[src/include/amu_map.vh]
// Constants for the aligned memory access unit.
// Assumes a 20 MHz clock with two clock cycles per instruction cycle.
`ifndef AMU_MAP_VH
`define AMU_MAP_VH

// Clock and instruction cycle timing
`define AMU_CLK_NS 50
`define AMU_ICYC_NS 100
`define AMU_HALF_CYC (`AMU_ICYC_NS / 2 / `AMU_CLK_NS)
`define AMU_ICYC_CLKS (2 * `AMU_HALF_CYC)

// Widths
`define AMU_PADDR_W 18
`define AMU_MADDR_W 20
`define AMU_DATA_W 16
`define AMU_IDXSEL_W 7
`define AMU_PAGE_W 6

// Memory and program address field positions
`define AMU_PAGE_LSB 14
`define AMU_PAGE_MSB 19
`define AMU_WORD_LSB 0
`define AMU_WORD_MSB 11
`define AMU_PA_WORD_LSB 1
`define AMU_PA_WORD_MSB 12
`define AMU_PA_PAGE_LSB 13
`define AMU_PA_PAGE_MSB 17

// Opcode fields: bit 0 write, bit 1 indexed, bits 3:2 kind
`define AMU_OP_WR 0
`define AMU_OP_IX 1
`define AMU_KIND_NONE 2'h0
`define AMU_KIND_FIRST 2'h1
`define AMU_KIND_SECOND 2'h2
`define AMU_KIND_PAIR 2'h3
`define AMU_OP_NOP 4'h0
`define AMU_OP_PAUSE 4'h1

// Slot positions in clock cycles after the instruction is taken
`define AMU_SLOT0_CYC 4'h0
`define AMU_SLOT1_CYC 4'h2
`define AMU_SLOT1H_CYC 4'h3
`define AMU_SLOT5_CYC 4'hA
`define AMU_SLOT5H_CYC 4'hB
`define AMU_SYNC_CYC 4'h2
`define AMU_LAST_CYC 4'hD

// Least spacing between accesses to one page, in clock cycles
`define AMU_PAGE_GAP_CYC 4

`endif

[src/design/amu_align.v]
// Address alignment network: program address to data memory address.
// Purely combinational; caller registers the result.
`timescale 1ns/1ps
`include "amu_map.vh"

module amu_align (
	aligned,
	paddr,
	maddr
);
	input wire aligned;
	input wire [`AMU_PADDR_W-1:0] paddr;
	output reg [`AMU_MADDR_W-1:0] maddr;

	integer k;

	always @* begin
		maddr = {`AMU_MADDR_W{1'b0}};
		if (aligned) begin
			for (k = 0; k <= `AMU_WORD_MSB; k = k + 1) begin
				maddr[`AMU_WORD_LSB + k] = paddr[`AMU_PA_WORD_LSB + k];
			end
			maddr[`AMU_PAGE_LSB] = paddr[0];
			for (k = 0; k < 5; k = k + 1) begin
				maddr[`AMU_PAGE_LSB + 1 + k] = paddr[`AMU_PA_PAGE_LSB + k];
			end
		end else begin
			maddr = {2'h0, paddr};
		end
	end
endmodule

[src/design/amu_page_guard.v]
// Per-page spacing guard for data memory pages.
// Flags a touch of a page whose previous touch is too recent.
`timescale 1ns/1ps
`include "amu_map.vh"

module amu_page_guard #(
	parameter PAGES = 64,
	parameter GAP = `AMU_PAGE_GAP_CYC
) (
	input wire clk,
	input wire rst_n,
	input wire touch,
	input wire [`AMU_PAGE_W-1:0] page,
	output wire too_soon
);
	wire [PAGES-1:0] busy;

	genvar g;
	generate
		for (g = 0; g < PAGES; g = g + 1) begin : pg
			reg [3:0] cnt_r;
			always @(posedge clk) begin
				if (!rst_n) begin
					cnt_r <= 4'h0;
				end else if (touch && page == g) begin
					cnt_r <= GAP[3:0] - 4'h1;
				end else if (cnt_r != 4'h0) begin
					cnt_r <= cnt_r - 4'h1;
				end
			end
			assign busy[g] = (cnt_r != 4'h0);
		end
	endgenerate

	assign too_soon = touch & busy[page];
endmodule

[src/design/amu_top.v]
// Aligned memory access unit of the memory address processor.
// Assumes the index file answers idx_rd_data in the cycle idx_rd_en is
// high, and that external bus activity arrives asynchronously on pins.
`timescale 1ns/1ps
`include "amu_map.vh"

module amu_top #(
	parameter PAGE_GAP = `AMU_PAGE_GAP_CYC
) (
	clk,
	rst_n,
	instr_valid,
	instr_op,
	instr_aligned,
	instr_addr,
	instr_idx_sel,
	instr_wdata0,
	instr_wdata1,
	instr_pause,
	instr_pause_cnt,
	en_overrange,
	en_underrange,
	idx_rd_data,
	ext_abus_busy,
	ext_dbus_busy,
	dbus_in,
	idx_rd_en,
	idx_rd_sel,
	abus_out,
	abus_oe,
	dbus_out,
	dbus_oe,
	rd_data0,
	rd_data1,
	rd_valid,
	busy,
	done,
	reject,
	err_flags,
	aggregate_error_line
);
	input wire clk;
	input wire rst_n;
	input wire instr_valid;
	input wire [3:0] instr_op;
	input wire instr_aligned;
	input wire [`AMU_PADDR_W-1:0] instr_addr;
	input wire [`AMU_IDXSEL_W-1:0] instr_idx_sel;
	input wire [`AMU_DATA_W-1:0] instr_wdata0;
	input wire [`AMU_DATA_W-1:0] instr_wdata1;
	input wire instr_pause;
	input wire [2:0] instr_pause_cnt;
	input wire en_overrange;
	input wire en_underrange;
	input wire [`AMU_PADDR_W-1:0] idx_rd_data;
	input wire ext_abus_busy;
	input wire ext_dbus_busy;
	input wire [`AMU_DATA_W-1:0] dbus_in;
	output reg idx_rd_en;
	output reg [`AMU_IDXSEL_W-1:0] idx_rd_sel;
	output reg [`AMU_MADDR_W-1:0] abus_out;
	output reg abus_oe;
	output reg [`AMU_DATA_W-1:0] dbus_out;
	output reg dbus_oe;
	output reg [`AMU_DATA_W-1:0] rd_data0;
	output reg [`AMU_DATA_W-1:0] rd_data1;
	output reg rd_valid;
	output reg busy;
	output reg done;
	output reg reject;
	output reg [3:0] err_flags;
	output reg aggregate_error_line;

	localparam ST_IDLE = 2'h0;
	localparam ST_RUN = 2'h1;
	localparam ST_NOP = 2'h2;
	localparam ST_PAUSE = 2'h3;

	localparam ERR_TIME = 0;
	localparam ERR_BUS = 1;
	localparam ERR_OVER = 2;
	localparam ERR_UNDER = 3;

	reg [1:0] state_r;
	reg [3:0] cyc_r;
	reg [4:0] pcnt_r;
	reg [3:0] op_r;
	reg aligned_r;
	reg [`AMU_PADDR_W-1:0] addr_r;
	reg [`AMU_DATA_W-1:0] wd0_r;
	reg [`AMU_DATA_W-1:0] wd1_r;
	reg pause_r;
	reg [2:0] pause_cnt_r;
	reg [`AMU_PADDR_W-1:0] ea0_r;
	reg [`AMU_PADDR_W-1:0] ea1_r;

	// Pin synchronisers
	reg ab_busy_s1_r;
	reg ab_busy_s2_r;
	reg db_busy_s1_r;
	reg db_busy_s2_r;
	reg [`AMU_DATA_W-1:0] dbus_s1_r;
	reg [`AMU_DATA_W-1:0] dbus_s2_r;

	wire is_wr = op_r[`AMU_OP_WR];
	wire is_ix = op_r[`AMU_OP_IX];
	wire [1:0] kind = op_r[3:2];
	wire use_first = (kind == `AMU_KIND_FIRST) || (kind == `AMU_KIND_PAIR);
	wire use_second = (kind == `AMU_KIND_SECOND) ||
		(kind == `AMU_KIND_PAIR);
	wire is_pair = (kind == `AMU_KIND_PAIR);

	// Effective address with signed index, 20 bits to expose range faults
	wire [19:0] base_ext = {2'h0, addr_r};
	wire [19:0] idx_ext = is_ix ?
		{{2{idx_rd_data[`AMU_PADDR_W-1]}}, idx_rd_data} : 20'h00000;
	wire [19:0] sum0 = base_ext + idx_ext;
	wire [19:0] sum1 = sum0 + 20'h00001;
	wire over0 = ~sum0[19] & sum0[18];
	wire under0 = sum0[19];
	wire over1 = ~sum1[19] & sum1[18];
	wire under1 = sum1[19];
	wire rng_over = over0 | (is_pair & over1);
	wire rng_under = under0 | (is_pair & under1);

	// Mapped addresses for the two slots
	wire [`AMU_MADDR_W-1:0] map0;
	wire [`AMU_MADDR_W-1:0] map1;

	amu_align u_align0 (
		.aligned(aligned_r),
		.paddr(ea0_r),
		.maddr(map0)
	);

	amu_align u_align1 (
		.aligned(aligned_r),
		.paddr(ea1_r),
		.maddr(map1)
	);

	// Page touches happen as each address is placed on the bus
	wire touch0 = (state_r == ST_RUN) && use_first &&
		(cyc_r == `AMU_SLOT1_CYC - 4'h1);
	wire touch1 = (state_r == ST_RUN) && use_second &&
		(cyc_r == `AMU_SLOT1H_CYC - 4'h1);
	wire touch = touch0 | touch1;
	wire [`AMU_PAGE_W-1:0] touch_page = touch0 ?
		map0[`AMU_PAGE_MSB:`AMU_PAGE_LSB] :
		map1[`AMU_PAGE_MSB:`AMU_PAGE_LSB];
	wire too_soon;

	amu_page_guard #(
		.PAGES(64),
		.GAP(PAGE_GAP)
	) u_guard (
		.clk(clk),
		.rst_n(rst_n),
		.touch(touch),
		.page(touch_page),
		.too_soon(too_soon)
	);

	// bus conflict windows after the sync delay
	wire chk_a1 = (cyc_r == `AMU_SLOT1_CYC + `AMU_SYNC_CYC);
	wire chk_a2 = (cyc_r == `AMU_SLOT1H_CYC + `AMU_SYNC_CYC);
	wire chk_r1 = (cyc_r == `AMU_SLOT5_CYC + `AMU_SYNC_CYC);
	wire chk_r2 = (cyc_r == `AMU_SLOT5H_CYC + `AMU_SYNC_CYC);
	wire conflict_a = (chk_a1 & use_first | chk_a2 & use_second) &
		ab_busy_s2_r;
	wire conflict_dw = is_wr & (chk_a1 & use_first | chk_a2 & use_second) &
		db_busy_s2_r;
	wire conflict_dr = ~is_wr & (chk_r1 & use_first | chk_r2 & use_second) &
		db_busy_s2_r;
	wire conflict = (state_r == ST_RUN) &
		(conflict_a | conflict_dw | conflict_dr);

	// Range checks resolve in the slot 0 cycle
	wire rng_chk = (state_r == ST_RUN) && (cyc_r == `AMU_SLOT0_CYC);
	wire rep_over = rng_chk & rng_over & en_overrange;
	wire rep_under = rng_chk & is_ix & rng_under & en_underrange;

	wire [3:0] err_now = {rep_under, rep_over, conflict, too_soon};

	wire take = (state_r == ST_IDLE) && instr_valid;
	wire take_nop = (instr_op == `AMU_OP_NOP);
	wire take_pause = (instr_op == `AMU_OP_PAUSE);
	wire take_access = (instr_op[3:2] != `AMU_KIND_NONE);

	always @(posedge clk) begin
		if (!rst_n) begin
			ab_busy_s1_r <= 1'b0;
			ab_busy_s2_r <= 1'b0;
			db_busy_s1_r <= 1'b0;
			db_busy_s2_r <= 1'b0;
			dbus_s1_r <= {`AMU_DATA_W{1'b0}};
			dbus_s2_r <= {`AMU_DATA_W{1'b0}};
		end else begin
			ab_busy_s1_r <= ext_abus_busy;
			ab_busy_s2_r <= ab_busy_s1_r;
			db_busy_s1_r <= ext_dbus_busy;
			db_busy_s2_r <= db_busy_s1_r;
			dbus_s1_r <= dbus_in;
			dbus_s2_r <= dbus_s1_r;
		end
	end

	always @(posedge clk) begin
		if (!rst_n) begin
			state_r <= ST_IDLE;
			cyc_r <= 4'h0;
			pcnt_r <= 5'h00;
			op_r <= 4'h0;
			aligned_r <= 1'b0;
			addr_r <= {`AMU_PADDR_W{1'b0}};
			wd0_r <= {`AMU_DATA_W{1'b0}};
			wd1_r <= {`AMU_DATA_W{1'b0}};
			pause_r <= 1'b0;
			pause_cnt_r <= 3'h0;
			ea0_r <= {`AMU_PADDR_W{1'b0}};
			ea1_r <= {`AMU_PADDR_W{1'b0}};
			idx_rd_en <= 1'b0;
			idx_rd_sel <= {`AMU_IDXSEL_W{1'b0}};
			abus_out <= {`AMU_MADDR_W{1'b0}};
			abus_oe <= 1'b0;
			dbus_out <= {`AMU_DATA_W{1'b0}};
			dbus_oe <= 1'b0;
			rd_data0 <= {`AMU_DATA_W{1'b0}};
			rd_data1 <= {`AMU_DATA_W{1'b0}};
			rd_valid <= 1'b0;
			busy <= 1'b0;
			done <= 1'b0;
			reject <= 1'b0;
			err_flags <= 4'h0;
			aggregate_error_line <= 1'b0;
		end else begin
			done <= 1'b0;
			rd_valid <= 1'b0;
			reject <= 1'b0;
			idx_rd_en <= 1'b0;
			aggregate_error_line <= |err_now;
			err_flags <= err_flags | err_now;
			case (state_r)
			ST_IDLE: begin
				if (take) begin
					// no-op refused when paired with pause
					if (take_nop && instr_pause) begin
						reject <= 1'b1;
					end else begin
						op_r <= instr_op;
						aligned_r <= instr_aligned;
						addr_r <= instr_addr;
						wd0_r <= instr_wdata0;
						wd1_r <= instr_wdata1;
						pause_r <= instr_pause | take_pause;
						pause_cnt_r <= instr_pause_cnt;
						err_flags <= 4'h0;
						busy <= 1'b1;
						cyc_r <= 4'h0;
						if (take_access) begin
							state_r <= ST_RUN;
							idx_rd_en <= instr_op[`AMU_OP_IX];
							idx_rd_sel <= instr_idx_sel;
						end else if (take_pause) begin
							state_r <= ST_PAUSE;
							pcnt_r <= {1'b0, instr_pause_cnt, 1'b0};
						end else begin
							state_r <= ST_NOP;
						end
					end
				end
			end
			ST_NOP: begin
				cyc_r <= cyc_r + 4'h1;
				if (cyc_r == `AMU_ICYC_CLKS - 1) begin
					state_r <= ST_IDLE;
					busy <= 1'b0;
					done <= 1'b1;
				end
			end
			ST_RUN: begin
				cyc_r <= cyc_r + 4'h1;
				if (cyc_r == `AMU_SLOT0_CYC) begin
					// second word is address plus one, or the address itself for a second-slot-only access
					if (kind == `AMU_KIND_SECOND) begin
						ea1_r <= sum0[`AMU_PADDR_W-1:0];
					end else begin
						ea1_r <= sum1[`AMU_PADDR_W-1:0];
					end
					ea0_r <= sum0[`AMU_PADDR_W-1:0];
				end
				if (cyc_r == `AMU_SLOT1_CYC - 4'h1) begin
					// in aligned mode, address and successor in neighbour pages
					abus_out <= map0;
					abus_oe <= use_first;
					dbus_out <= wd0_r;
					dbus_oe <= is_wr & use_first;
				end
				if (cyc_r == `AMU_SLOT1H_CYC - 4'h1) begin
					abus_out <= map1;
					abus_oe <= use_second;
					dbus_out <= is_pair ? wd1_r : wd0_r;
					dbus_oe <= is_wr & use_second;
				end
				if (cyc_r == `AMU_SLOT1H_CYC) begin
					abus_oe <= 1'b0;
					dbus_oe <= 1'b0;
				end
				if (chk_r1 && use_first && !is_wr) begin
					rd_data0 <= dbus_s2_r;
				end
				if (chk_r2 && use_second && !is_wr) begin
					if (is_pair) begin
						rd_data1 <= dbus_s2_r;
					end else begin
						rd_data0 <= dbus_s2_r;
					end
				end
				if (cyc_r == `AMU_LAST_CYC) begin
					rd_valid <= ~is_wr;
					if (pause_r && pause_cnt_r != 3'h0) begin
						state_r <= ST_PAUSE;
						pcnt_r <= {1'b0, pause_cnt_r, 1'b0};
					end else begin
						state_r <= ST_IDLE;
						busy <= 1'b0;
						done <= 1'b1;
					end
				end
			end
			ST_PAUSE: begin
				if (pcnt_r <= 5'h01) begin
					state_r <= ST_IDLE;
					busy <= 1'b0;
					done <= 1'b1;
				end else begin
					pcnt_r <= pcnt_r - 5'h01;
				end
			end
			default: begin
				state_r <= ST_IDLE;
				busy <= 1'b0;
			end
			endcase
		end
	end
endmodule

[config.mk]
export PLATFORM = sky130hd
export DESIGN_NAME = amu_top
export DESIGN_NICKNAME = d
export VERILOG_FILES = /design/src/design/amu_align.v /design/src/design/amu_page_guard.v /design/src/design/amu_top.v
export VERILOG_INCLUDE_DIRS = /design/src /design/src/include
export SDC_FILE = /design/constraint.sdc
export NUM_CORES = 1
export LEC_CHECK = 0
export BUFFER_PORTS_ARGS = -buffer_cell sky130_fd_sc_hd__buf_2
export CAP_MARGIN = 20
export CELL_PAD_IN_SITES_DETAIL_PLACEMENT = 1
export CELL_PAD_IN_SITES_GLOBAL_PLACEMENT = 2
export CORE_UTILIZATION = 37
export DETAILED_ROUTE_END_ITERATION = 10
export PLACE_DENSITY = 0.91
export SLEW_MARGIN = 25
export SYNTH_ARGS = -nofsm -noshare
export SYNTH_HDL_FRONTEND = slang
export SYNTH_HIERARCHICAL = 1
export SYNTH_SLANG_ARGS = --single-unit
export TNS_END_PERCENT = 30
[constraint.sdc]
create_clock -name clk -period 4.8 [get_ports clk]
set_input_delay 0.48 -clock clk [delete_from_list [all_inputs] [get_ports clk]]
set_output_delay 0.48 -clock clk [all_outputs]
set_load 0.05 [all_outputs]
Word-level counts from Yosys, hierarchy flattened
Index checks and enable logic that the tools add are counted.

Register bits after elaboration: 485. Word-level logic and storage cells: 841.

$add $sub $neg: 68. Order comparisons: 2. Eq/ne operators: 87. Mux-type cells: 189. Bitwise gates (word level): 39. Reductions and logical operators: 296.

Operators with widths (number): 2-bit two-way mux (137); 4-bit nonzero test (64); 4-bit by 1-bit subtractor with 4-bit output (second input constant) (64); 6-bit == test (second input constant) (32); 2-bit nonzero test (67); 2-bit OR reduction (65); 6-bit by 5-bit == test with 1-bit output (second input constant) (16); 16-bit two-way mux (6); 1-bit logical AND (76); 20-bit two-way mux (3); 6-bit by 4-bit == test with 1-bit output (second input constant) (8); 5-bit two-way mux (7); 6-bit by 3-bit == test with 1-bit output (second input constant) (4); 12-bit two-way mux (2); 1-bit bitwise AND (22); 18-bit by 20-bit adder with 20-bit output (1); 20-bit by 1-bit adder with 20-bit output (second input constant) (1); 4-bit two-way mux (5); 1-bit two-way mux (19); 18-bit two-way mux (1); 6-bit two-way mux (3); 2-bit != test (second input constant) (9); 5-bit one-hot mux with 3 select lines (1); 3-bit AND reduction (5); 34 further kinds (63).

Logic depth before layout (Yosys ltp)
Word-level depth: 13. Gate-level depth with buffers: 19. Depth with buffers taken out: 15.

By module
Netlist, hierarchy kept.

Modules (own cells, without submodules): amu_page_guard (instances 1, cells an instance 1488, area each 12384.4 µm²); amu_top (instances 1, cells an instance 1163, area each 10110.9 µm²); amu_align (instances 2, cells an instance 22, area each 287.8 µm²).

Worst setup path after synthesis
OpenSTA, ideal clock, no wires.

Kind: reg-to-reg. Start: register state_r[1]. End: register aggregate_error_line. Library setup time: 130 ps. Arrival: 3745 ps. Data required time: 4670 ps. Setup slack: 925 ps. Cell stages (with the launch flop): 20. Path buffers: 5. Clock period less this slack: 3875 ps. Cell sequence: dfxtp_1 > inv_1 > ha_1 > clkbuf_1 > inv_1 > nor3_1 > and3_1 > clkbuf_1 > mux2_2 > buf_4 > or2_2 > buf_4 > buf_2 > o22ai_1 > o21ai_0 > a311oi_1 > nor4_1 > or2_2 > a211oi_1 > o22ai_1.

Cells in the longest elaborated chain, start to end: 8.

Ends and longest elaborated chain: from (decl) (line amu_top.v:84) `reg [1:0] state_r;`; from (signal assigned) (line amu_top.v:210) `state_r <= ST_IDLE;`; from (signal assigned) (line amu_top.v:261) `state_r <= ST_RUN;`; from (signal assigned) (line amu_top.v:265) `state_r <= ST_PAUSE;`; 2-bit by 1-bit == test with 1-bit output (line amu_top.v:143) `wire touch0 = (state_r == ST_RUN) && use_first &&`; 1-bit logical AND (2 in series) (line amu_top.v:143); 6-bit two-way mux (line amu_top.v:148) `` wire [`AMU_PAGE_W-1:0] touch_page = touch0 ? ``; net touch_page[0] (line amu_top.v:148); 1-bit binary-select mux with 6-bit select (line amu_page_guard.v:35) `assign too_soon = touch & busy[page];`; 1-bit two-way mux (not written as such) (line amu_page_guard.v:35); 1-bit bitwise AND (line amu_page_guard.v:35); net too_soon (line amu_top.v:151) `wire too_soon;`; 4-bit OR reduction (line amu_top.v:241) `aggregate_error_line <= |err_now;`; to (signal assigned) (line amu_top.v:241); to (decl) (line amu_top.v:72) `output reg aggregate_error_line;`.

The timed path passes the listed nets, and every way through them passes these cells. The select of a mux whose other input is x is not followed. A chain may end at the register's enable or synchronous reset.

Worst setup path after layout
Ends and elaborated chain as after synthesis.

==> run_results.csv <==
group,metric,value,unit
clock_network,cts_tree,"yes",
clock_network,cts_setup_buffers,0,
cells_and_area,drive_gt1_share,13.5,%
cells_and_area,design_area,0.0265,mm2
synthesis,ys_top_cells_by_area,"dfxtp_1 42%, xnor2_1 7.7%, nor2_1 6.0%",
cells_and_area,syn_to_final_growth,15.0,%
routing,vias,18800,
cells_and_area,final_common_cell,"dfxtp_1",
clock_network,clk_latency,0.62,ns
grt,overflow,0,
synthesis,synth.distinct_cells,79,
floorplanning,start_util,37.4,%
routing,wl_met1,27800,um
place,gp_congestion,0.820,
critical_path,path_class,"reg -> reg",
power,cellPowerDensity,634,mW/mm2
power,irDropWorstVdd,0.290,mV
clock_network,clk_path_buf_depth,3,
cells_and_area,multi_input_area,0.0122,mm2
sta,finalHoldViolCount,0,
cells_and_area,fin_nets,3033,
routing,routed_wl,63000,um
routing,firstDrtPassIters,4,
routing,wl_per_cell,17.0,um
synthesis,syn_area_per_cell,8.56,um2
synthesis,netlist.area_leader.share,42.1,%
critical_path,required,5.33,ns
power,power.leakage,10.6,nW
critical_path,critPathCaptureType,"flop",
synthesis,synth_seq_area_share,42.1,%
sta,slew_viol_final,0,
sta,min_period,4.37,ns
synthesis,synth_top_cell_by_area,"dfxtp_1",
place,placed_area,0.0247,mm2
synthesis,async_flop_share,0,%
synthesis,synth-seq-cells,485,
floorplanning,std_cell_rows,91,
place,dpl.hpwl,45800,um
sta,fin_crit_sh,91.0,%
synthesis,synthesis.area,0.0231,mm2
cells_and_area,layout_common_cells,"484 x dfxtp_1, 368 x nor2_1, 333 x nand2_1",
synthesis,synth_warnings,6,
synthesis,synth_edf_count,0,
place,io_buffers,193,
synthesis,syn_nets,2897,
clock_network,clk_pin_slew,0.06,ns
cells_and_area,seqCellArea,0.00971,mm2
routing,avgViaCountPerCell,5.07,
sta,clock.fmax,0.229,GHz
floorplanning,core,0.0617,mm2
sta,rsz0062_at_grt,"no",
sta,worst_pin_slew,0.929,ns
grt,grt_pass1_vias,20200,
clock_network,clockRootBuffer,"clkbuf_16",
cells_and_area,fillCellCount,7320,
routing,wl_met3,1810,um
critical_path,r2r_setup_slack,0.43,ns
clock_network,cts_made_buffers,55,
run,cap_viol_max_count,0,
grt,grt_pass1_wl,103000,um
sta,max_slew_margin,37.9,%
grt,antenna_found_initial,1,
floorplanning,die_y,252,um
floorplanning,io_pins,194,
sta,tns,0,ns
synthesis,synthFlopType,"dfxtp_1",
worst_hold_path,hp-class,"in -> reg",
floorplanning,die_area,0.0634,mm2
floorplanning,die_x,252,um
routing,top_layer,"met4",
grt,grt_max_degree,99,
synthesis,netlist_instances,2695,
critical_path,arrival,4.90,ns
grt,grt_usage,19.9,%
sta,finClkSkew,0.0265,ns
routing,drtAntennaViolNets,0,
clock_network,cts.sinks,485,
critical_path,critPathLaunchType,"flop",
routing,wl_met2,31200,um
routing,drt_first_iter_violations,696,
clock_network,htreeDepth,2,
critical_path,worst-path-max-fanout,13,
routing,drc,0,
run_status,outcome,"complete, no violations",
sta,setup_viol,0,
[final timing paths]
kind / start / end / cells after the start
setup reg to reg: state_r[1] / aggregate_error_line / 17
hold reg to reg: dbus_s1_r[5] / dbus_s2_r[5] / 1
setup / recovery: state_r[1] / aggregate_error_line / 17
hold / removal: dbus_in[15] / dbus_s1_r[15] / 2
[stage by stage]
stage | utilization, % | worst slack [ns] | hold slack, ns | cells | total power, mW
global route | 43.0 | 0.146 | 0.0494 | 3710 | 18.1
detailed placement | 40.0 | 0.243 | 0.422 | 3611 | 12.6
global placement | 40.0 | 0.377 | 0.414 | 3611 | 12.0
floorplan | - | 0.925 | 0.412 | 2695 | 11.0
CTS | 43.0 | 0.230 | 0.0239 | 3709 | 17.0
finish | 43.0 | 0.432 | 0.0646 | 3710 | 16.8
[power breakdown]
part	leakage (nW)	total, mW	switching (mW)	internal [mW]
sequential	3.98	5.93	0.844	5.09
combinational	5.72	6.60	3.84	2.75
clock	0.908	4.31	1.72	2.58
[sequential cells by signal, indices dropped and copies added (netlist names), 2 cells and up]
register	cells
abus_out	20
addr_r	18
cyc_r	4
dbus_out	16
dbus_s1_r	16
dbus_s2_r	16
ea0_r	18
ea1_r	18
err_flags	4
idx_rd_sel	7
op_r	4
pause_cnt_r	3
pcnt_r	5
rd_data0	16
rd_data1	16
state_r	2
u_guard/pg.cnt_r	256
wd0_r	16
wd1_r	16
[area by class of cell]
cell class / count / area share (%)
clock buffer: 83 / 6.07
clock inverter: 15 / 0.933
tap: 837 / 3.95
antenna: 1 / 0.00943
timing repair buffer: 212 / 4.20
multi-input combinational: 1926 / 46.1
inverter: 151 / 2.15
sequential: 485 / 36.6
[Yosys cell counts (32+ instances only)]
| library cell | instances |
|---|---|
| dfxtp_1 | 485 |
| nor2_1 | 370 |
| nand2_1 | 333 |
| xnor2_1 | 204 |
| inv_1 | 150 |
| a21oi_1 | 125 |
| ha_1 | 94 |
| clkbuf_1 | 91 |
| a21boi_0 | 87 |
| nor3_1 | 78 |
| o21ai_0 | 74 |
| mux2i_1 | 71 |
| nand3_1 | 63 |
| and2_1 | 61 |
| a211oi_1 | 58 |
| o21a_1 | 43 |
| mux2_4 | 32 |
[routing by layer]
metal / track usage, % / up-vias
met4: 7.70 / 0
met1: 23.9 / 9173
li1: - / 9292
met2: 35.8 / 230
met5: 0 / -
met3: 2.73 / 108
[cells by family after synthesis]
kind of cell,synth area share [%]
flops,42.1
xor+xnor,8.64
buf+inv,5.01
simple gates,19.4
compound gates,14.2
fa+ha+maj,5.18
mux,5.55
[what timing repair did]
item / CTS / global route
resized for setup: 0 / 1
setup endpoints to repair: 0 / 1
hold buffers: 0 / 0
[worst max-delay path, cell delays in order, from the launching register on]
cell,delay [ns]
dfxtp_1,0.33
inv_1,0.10
ha_1,0.33
inv_1,0.13
nor3_1,0.20
buf_4,0.17
and3_1,0.34
mux2_2,0.50
or2b_1,0.31
buf_4,0.23
nor3_1,0.08
or3_1,0.36
a221oi_2,0.19
a311oi_1,0.15
nor4_2,0.44
or2_2,0.23
a211oi_1,0.05
o22ai_1,0.15
Note: power is estimated with default switching activity, not from simulation.
